## src/rtl/emdna_pkg.sv

```systemverilog
/*
 Constants and types for the external-master DRAM access sequencer (normal mode).
 Assumes a single bus clock; falling-edge events are modelled as half-cycle phase flags.
*/
package emdna_pkg;
	localparam int ADDR_W = 28;
	localparam int ROW_LSB = 9;
	localparam int LANES = 4;
	localparam int SYNC_STAGES = 2;
	// Port width codes for the decoded bank
	localparam logic [1:0] PORT_32 = 2'h0;
	localparam logic [1:0] PORT_8 = 2'h1;
	localparam logic [1:0] PORT_16 = 2'h2;
	// Size codes from the master
	localparam logic [1:0] SIZE_LONG = 2'h0;
	localparam logic [1:0] SIZE_BYTE = 2'h1;
	localparam logic [1:0] SIZE_WORD = 2'h2;
	localparam logic [1:0] SIZE_LINE = 2'h3;
	// Fastest row precharge: 1.5 clocks, counted in half clocks
	localparam int PRECHG_HALF_MIN = 3;
	localparam logic [3:0] PRECHG_HALF_RST = 4'h3;
	localparam logic [3:0] BEAT_CNT_RST = 4'h0;
	localparam logic [27:0] ADDR_RST = 28'h0000000;
	localparam logic [3:0] CAS_OFF = 4'hF;
	localparam logic [27:0] DRAM_BASE_RST = 28'h0000000;
	localparam logic [27:0] DRAM_MASK_RST = 28'hF000000;

	typedef enum logic [2:0] {
		EMDNA_IDLE, EMDNA_WAIT, EMDNA_ROW, EMDNA_COL, EMDNA_ACK, EMDNA_END, EMDNA_TAOFF
	} emdna_state_e;
endpackage

```

## src/rtl/emdna_sync_if.sv

```systemverilog
/*
 Carrier between the top sequencer and its input synchroniser.
 Assumes both ends run on the same bus clock.
*/
`timescale 1ns/1ns
interface emdna_sync_if;
	logic [1:0] raw;
	logic [1:0] synced;
	modport src (output raw, input synced);
	modport sync (input raw, output synced);
endinterface

```

## src/rtl/emdna_sync.sv

```systemverilog
/*
 Two-flop synchroniser for asynchronous level inputs.
 Assumes one clock and an active-low asynchronous reset.
*/
`timescale 1ns/1ns
module emdna_sync
	import emdna_pkg::*;
(
	input wire logic CLK, // Bus clock
	input wire logic RST_N, // Async reset, active low
	emdna_sync_if.sync port // Raw in, synced out
);
	typedef struct packed {
		logic [1:0] stage1;
		logic [1:0] stage2;
	} emdna_sync_s;
	emdna_sync_s s_reg;
	emdna_sync_s s_next;

	always_comb begin
		s_next.stage1 = port.raw;
		s_next.stage2 = s_reg.stage1;
	end

	always_ff @(posedge CLK or negedge RST_N) begin
		if (!RST_N) begin
			// Resets to the idle level: the start strobe is active low, and a busy
			// refresh seen for two clocks only delays the next row drive
			s_reg <= '1;
		end else begin
			s_reg <= s_next;
		end
	end

	assign port.synced = s_reg.stage2;
endmodule

```

## src/rtl/emdna_ctrl.sv

```systemverilog
/*
 External-master DRAM access sequencer, normal (non-page) mode, row strobe re-driven each beat: captures a master's
 request, decodes it against one DRAM bank, and drives row/column address,
 row/column strobes, write strobe and the transfer acknowledge.
 Assumes one bus clock; falling-edge strobe events are produced by half-cycle
 flops on the negative edge fed only from rising-edge state.
*/
`timescale 1ns/1ns
module emdna_ctrl
	import emdna_pkg::*;
(
	input wire logic CLK, // Bus clock
	input wire logic RST_N, // Async reset, active low
	input wire logic TRANSFER_START_N, // Start strobe from master pin
	input wire logic [27:0] ADDR_IN, // Address from master
	input wire logic READ_NWRITE, // Direction, high for read
	input wire logic [1:0] XFER_SIZE_CODE, // Operand size code
	input wire logic EXT_ADDR_MUX_ENABLE, // Drive address lines when set
	input wire logic [27:0] DRAM_BASE, // Bank base address
	input wire logic [27:0] DRAM_MASK, // Bank mask, set bits ignored
	input wire logic [1:0] PORT_WIDTH, // Bank port width code
	input wire logic [3:0] PRECHG_HALF, // Row precharge in half clocks, min 3
	input wire logic [1:0] BANK_COL_SHIFT, // Column bits shift selector
	input wire logic REFRESH_BUSY, // Refresh running or pending
	output logic [27:0] ADDR_OUT, // Address drive value
	output logic ADDR_OE, // Address output enable
	output logic RAS_N, // Row strobe
	output logic [3:0] CAS_N, // Column strobes per lane
	output logic DRAM_WRITE_STROBE_N, // DRAM write strobe
	output logic TRANSFER_ACK_N_O, // Acknowledge drive value
	output logic TRANSFER_ACK_OE, // Acknowledge output enable
	output logic REFRESH_HOLD // Asks refresh to wait
);
	typedef struct packed {
		emdna_state_e state;
		logic [27:0] addr;
		logic rd;
		logic [1:0] size;
		logic [3:0] beats_left;
		logic [3:0] pre_cnt;
		logic [27:0] aout;
		logic aoe;
		logic ras_rise;
		logic cas_rise;
		logic [3:0] lanes;
		logic we_n;
		logic ta_n;
		logic ta_oe;
		logic hold;
		logic [1:0] col_shift;
	} emdna_ctrl_s;
	emdna_ctrl_s s_reg;
	emdna_ctrl_s s_next;
	logic ras_fall_reg;
	logic [3:0] cas_fall_reg;

	emdna_sync_if sif();
	logic ts_n_s;
	logic refresh_s;
	assign sif.raw = {TRANSFER_START_N, REFRESH_BUSY};
	assign ts_n_s = sif.synced[1];
	assign refresh_s = sif.synced[0];

	emdna_sync u_sync (
		.CLK(CLK),
		.RST_N(RST_N),
		.port(sif.sync)
	);

	function automatic logic [3:0] beat_count(input logic [1:0] sz, input logic [1:0] pw);
		logic [3:0] bytes;
		logic [3:0] per;
		bytes = (sz == SIZE_BYTE) ? 4'h1 : (sz == SIZE_WORD) ? 4'h2 : 4'h4;
		per = (pw == PORT_8) ? 4'h1 : (pw == PORT_16) ? 4'h2 : 4'h4;
		if (sz == SIZE_LINE) begin
			beat_count = (pw == PORT_32) ? 4'h4 : (pw == PORT_16) ? 4'h8 : 4'hF;
		end else begin
			beat_count = (bytes > per) ? (bytes / per) : 4'h1;
		end
	endfunction

	function automatic logic [3:0] lane_mask(input logic [1:0] sz, input logic [1:0] pw);
		if (pw == PORT_8 || sz == SIZE_BYTE) begin
			lane_mask = 4'h1;
		end else if (pw == PORT_16 || sz == SIZE_WORD) begin
			lane_mask = 4'h3;
		end else begin
			lane_mask = 4'hF;
		end
	endfunction

	logic hit;
	logic [3:0] pre_min;
	logic [27:0] col_addr;
	logic [27:0] step;
	always_comb begin
		hit = ((ADDR_IN ^ DRAM_BASE) & ~DRAM_MASK) == 28'h0000000;
		pre_min = (PRECHG_HALF < PRECHG_HALF_RST) ? PRECHG_HALF_RST : PRECHG_HALF;
		col_addr = s_reg.addr;
		col_addr[27:ROW_LSB] = s_reg.addr[27:ROW_LSB] >> (5'h8 + {3'h0, s_reg.col_shift});
		step = (s_reg.size == SIZE_BYTE || PORT_WIDTH == PORT_8) ? 28'h0000001 :
			(PORT_WIDTH == PORT_16) ? 28'h0000002 : 28'h0000004;
	end

	always_comb begin
		s_next = s_reg;
		s_next.pre_cnt = (s_reg.pre_cnt != 4'h0) ? s_reg.pre_cnt - 4'h1 : 4'h0;
		s_next.ras_rise = 1'b1;
		s_next.cas_rise = 1'b1;
		case (s_reg.state)
			EMDNA_IDLE: begin
				s_next.ta_oe = 1'b0;
				if (!ts_n_s) begin
					s_next.addr = ADDR_IN;
					s_next.rd = READ_NWRITE;
					s_next.size = XFER_SIZE_CODE;
					s_next.col_shift = BANK_COL_SHIFT;
					s_next.beats_left = beat_count(XFER_SIZE_CODE, PORT_WIDTH) - 4'h1;
					s_next.lanes = lane_mask(XFER_SIZE_CODE, PORT_WIDTH);
					if (hit) begin
						s_next.state = EMDNA_WAIT;
						s_next.hold = 1'b1;
					end
				end
			end
			EMDNA_WAIT: begin
				// Row strobe lands half a clock after this edge, so the count runs in
				// whole clocks and one left still gives the full precharge
				if (!refresh_s && s_reg.pre_cnt <= 4'h1) begin
					s_next.state = EMDNA_ROW;
					s_next.ras_rise = 1'b0;
					s_next.aout = s_reg.addr;
					s_next.aoe = EXT_ADDR_MUX_ENABLE;
					s_next.we_n = s_reg.rd;
				end
			end
			EMDNA_ROW: begin
				s_next.ras_rise = 1'b0;
				s_next.cas_rise = 1'b0;
				s_next.state = EMDNA_COL;
				s_next.aout = col_addr;
				s_next.ta_n = 1'b1;
				s_next.ta_oe = 1'b1;
			end
			EMDNA_COL: begin
				s_next.ras_rise = 1'b0;
				s_next.cas_rise = 1'b0;
				s_next.state = EMDNA_ACK;
				s_next.ta_n = 1'b0;
			end
			EMDNA_ACK: begin
				s_next.ta_n = 1'b1;
				s_next.pre_cnt = {1'b0, pre_min[3:1]};
				s_next.we_n = 1'b1;
				if (s_reg.beats_left != 4'h0) begin
					s_next.beats_left = s_reg.beats_left - 4'h1;
					s_next.addr = s_reg.addr + step;
					s_next.aout = s_reg.addr + step;
					s_next.we_n = s_reg.rd;
					s_next.state = EMDNA_END;
				end else begin
					s_next.aoe = 1'b0;
					s_next.hold = 1'b0;
					s_next.state = EMDNA_TAOFF;
				end
			end
			EMDNA_END: begin
				// Secondary beat: row already driven, wait out precharge
				if (s_reg.pre_cnt <= 4'h1) begin
					s_next.state = EMDNA_ROW;
					s_next.ras_rise = 1'b0;
				end
			end
			EMDNA_TAOFF: begin
				s_next.ta_oe = 1'b0;
				s_next.state = EMDNA_IDLE;
			end
			default: begin
				s_next.state = EMDNA_IDLE;
			end
		endcase
	end

	always_ff @(posedge CLK or negedge RST_N) begin
		if (!RST_N) begin
			s_reg.state <= EMDNA_IDLE;
			s_reg.addr <= ADDR_RST;
			s_reg.rd <= 1'b1;
			s_reg.size <= SIZE_LONG;
			s_reg.beats_left <= BEAT_CNT_RST;
			s_reg.pre_cnt <= 4'h0;
			s_reg.aout <= ADDR_RST;
			s_reg.aoe <= 1'b0;
			s_reg.ras_rise <= 1'b1;
			s_reg.cas_rise <= 1'b1;
			s_reg.lanes <= 4'h0;
			s_reg.we_n <= 1'b1;
			s_reg.ta_n <= 1'b1;
			s_reg.ta_oe <= 1'b0;
			s_reg.hold <= 1'b0;
			s_reg.col_shift <= 2'h0;
		end else begin
			s_reg <= s_next;
		end
	end

	// Strobes assert on the falling edge after the rising-edge decision and
	// negate on the rising edge, so each is the OR of two flops' states.
	always_ff @(negedge CLK or negedge RST_N) begin
		if (!RST_N) begin
			ras_fall_reg <= 1'b1;
			cas_fall_reg <= CAS_OFF;
		end else begin
			ras_fall_reg <= s_reg.ras_rise;
			cas_fall_reg <= s_reg.cas_rise ? CAS_OFF : ~s_reg.lanes;
		end
	end

	always_comb begin
		ADDR_OUT = s_reg.aout;
		ADDR_OE = s_reg.aoe;
		RAS_N = ras_fall_reg | s_reg.ras_rise;
		CAS_N = cas_fall_reg | {LANES{s_reg.cas_rise}};
		DRAM_WRITE_STROBE_N = s_reg.we_n;
		TRANSFER_ACK_N_O = s_reg.ta_n;
		TRANSFER_ACK_OE = s_reg.ta_oe;
		REFRESH_HOLD = s_reg.hold;
	end
endmodule

```

## config.mk

```make
export PLATFORM = sky130hd
export DESIGN_NAME = emdna_ctrl
export DESIGN_NICKNAME = d
export VERILOG_FILES = /design/src/rtl/emdna_pkg.sv /design/src/rtl/emdna_sync_if.sv /design/src/rtl/emdna_sync.sv /design/src/rtl/emdna_ctrl.sv
export SDC_FILE = /design/constraint.sdc
export NUM_CORES = 1
export LEC_CHECK = 0
export BUFFER_PORTS_ARGS = -buffer_cell sky130_fd_sc_hd__buf_4
export CAP_MARGIN = 15
export CORE_MARGIN = 1
export CORE_UTILIZATION = 35
export CTS_CLUSTER_SIZE = 14
export DETAILED_ROUTE_END_ITERATION = 8
export GPL_TIMING_DRIVEN = 1
export PLACE_DENSITY_LB_ADDON = 0.05
export REMOVE_ABC_BUFFERS = 1
export SLEW_MARGIN = 15
export SYNTH_ARGS = -nofsm -noshare
export SYNTH_HDL_FRONTEND = slang
export SYNTH_SLANG_ARGS = --single-unit
```

## constraint.sdc

```tcl
create_clock -name CLK -period 5.5 [get_ports CLK]
set_input_delay 1.1 -clock CLK [delete_from_list [all_inputs] [get_ports CLK]]
set_output_delay 1.1 -clock CLK [all_outputs]
set_load 0.005 [all_outputs]
```

==> metrics.yaml <==
grt_antenna_before_repair: 0
cts_made_buffers: 9
crit_required_ns: 4.40
multi_input_area_sq_mm: 0.003407
start_util_pct: 35.69
clock_latency_ns: 0.40
startpoint_type: "flop"
insertedDiodeCount: 0
die_w_um: 134.6
cts.path.max_buffers: 2
wire_per_inst_um: 18.70
fin_ws_ns: 0.4912
finalMaxSlewViolations: 0
worst_pin_slew_ns: 1.142
fp.dieH_um: 134.6
tritoncts: "yes"
hpwl_mm: 14.27
drt_iter0_markers: 360
rows: 48
synth.area.top_cells: "dfrtp_1 (31%), dfstp_2 (5.6%), ha_1 (5.3%)"
fillers: 1735
grt_start_max_net_pins: 59
cts_root_buf: "clkbuf_16"
gp_congestion: 0.8379
hold_path.class: "flop to flop"
ant_nets: 0
dp_slack_ns: 0.4720
via_count: 5607
cp-end-kind: "output pin"
fin_cells: 1039
htreeDepth: 3
largest_reg_flops: 40
synth.avg_cell_area_sq_um: 8.557
cp.arrival_ns: 3.91
finalPower_mw: 3.717
placedCellCount: 1020
ys_seq_elements: 90
clk_pin_slew_worst_paths_ns: 0.07
max-vdd-ir-drop_mv: 0.2815
finClkSkew_ns: 0.05043
setup_viol: 0
portBuffers: 136
max-slew-margin-rel_pct: 23.58
grt_usage_pct: 22.09
fin_nets: 936
syn-cell-area_sq_mm: 0.006152
netlist.area_leader.share_pct: 31.32
synthCells: 719
cts_sinks: 90
critical_path_class: "flop to output pin"
grt_pass1_vias: 5530
viasPerCell: 5.397
synthToLayoutAreaGrowth_pct: 20.89
status: "complete, no violations"
yosysWarnings: 0
hold_buffers: 0
path_max_fanout: 2
cellLeakagePower_nw: 3.222
yosysTopAreaCell: "dfrtp_1"
routed_wl_mm: 19.43
max_cap_viol_count: 0
fp.dieArea_sq_mm: 0.01811
gr-total-overflow: 0
post-cts-setup-buffers: 0
route.detailed.drc: 0
ios: 138
hold_violations: 0
drtPass1Iterations: 5
power_density_mw_per_mm2: 499.7
drive_above_1_share_pct: 25.18
grt_pass1_wl_mm: 30.17
synth_edf_count: 0
tns_ns: 0
core_area_sq_mm: 0.01724
synth.distinct_cells: 71
final_cell_mix: "buf_4 (144), nand2_1 (79), dfrtp_1 (77)"
rsz0062_at_grt: "no"
synth_async_sr_flop_share_pct: 100.0
holdWs_ns: 0.3606
ys_seq_area_share_pct: 36.87
layout.area.seq_sq_mm: 0.002268
final_common_cell: "buf_4"
ys.flop_type: "dfrtp_1"
ctsResizeCount: 0
==> per-stage QoR <==
step / instance area [sq um] / util, %
after floorplan: 5748 / -
after global placement: 7132 / 41.38
after detailed placement: 7132 / 41.38
after CTS: 7437 / 43.15
after global routing: 7437 / 43.15
final: 7437 / 43.15
==> worst paths after layout <==
kind | startpoint | to | slack (ns) | depth (start not counted)
worst min register to register | u_sync.s_next[0] | u_sync.port.synced[0] | 0.36 | 0
max in group asynchronous | RST_N | cas_fall_reg[0] | 1.75 | 1
min in group asynchronous | RST_N | s_reg[42] | 0.69 | 1
worst max register to register | s_reg[10] | cas_fall_reg[1] | 2.03 | 1
worst max-delay path | cas_fall_reg[2] | CAS_N[2] | 0.49 | 2
worst min-delay path | u_sync.s_next[0] | u_sync.port.synced[0] | 0.36 | 0
==> area by class of cell <==
type                            count  area share, %
Multi-Input combinational cell    536          45.81
Sequential cell                    90          30.50
Timing Repair Buffer              144          14.54
Tap cell                          225          3.785
Clock buffer                       11          3.550
Inverter                           24          1.211
Clock inverter                      9         0.6057
==> per-layer routing <==
layer	part of all wire, %	routed length, um	global-route usage [%]	up-vias
met2	47	9095	35.92	163
met5	0	0	0	-
met1	46	9003	29.65	2705
li1	-	-	-	2720
met4	1.9	363	7.740	0
met3	5.0	970	3.754	19
==> cell usage after synthesis, types with 12 or more instances <==
library cell,n
dfstp_2,13
nor2_1,61
inv_1,25
nand2_1,79
a21oi_1,63
buf_4,31
o22ai_1,20
o21ai_0,61
buf_2,14
a31oi_1,12
dfrtp_1,77
ha_1,26
nor3_1,13
clkbuf_1,21
xnor2_1,37
==> power by group <==
| part | total, mW | switching (mW) | internal, mW |
|---|---|---|---|
| Clock | 0.628 | 0.277 | 0.350 |
| Combinational | 1.79 | 1.02 | 0.767 |
| Sequential | 1.30 | 0.333 | 0.965 |
| Total | 3.72 | 1.63 | 2.08 |
==> critical path, stage by stage, from the launching register on <==
cell     delay [ns]
dfstp_2        0.35
or2_2          0.28
buf_4          0.14
==> cell families (layout without fill, tap and decap cells) <==
kind of cell,after synthesis,in the layout,synth area share [%]
buf+inv,93,188,8.094
compound gates,219,219,21.88
mux,11,11,2.217
flops,90,90,36.87
fa+ha+maj,27,27,5.613
xor+xnor,41,41,5.837
simple gates,238,238,19.48
(Power assumes the default switching activity.)
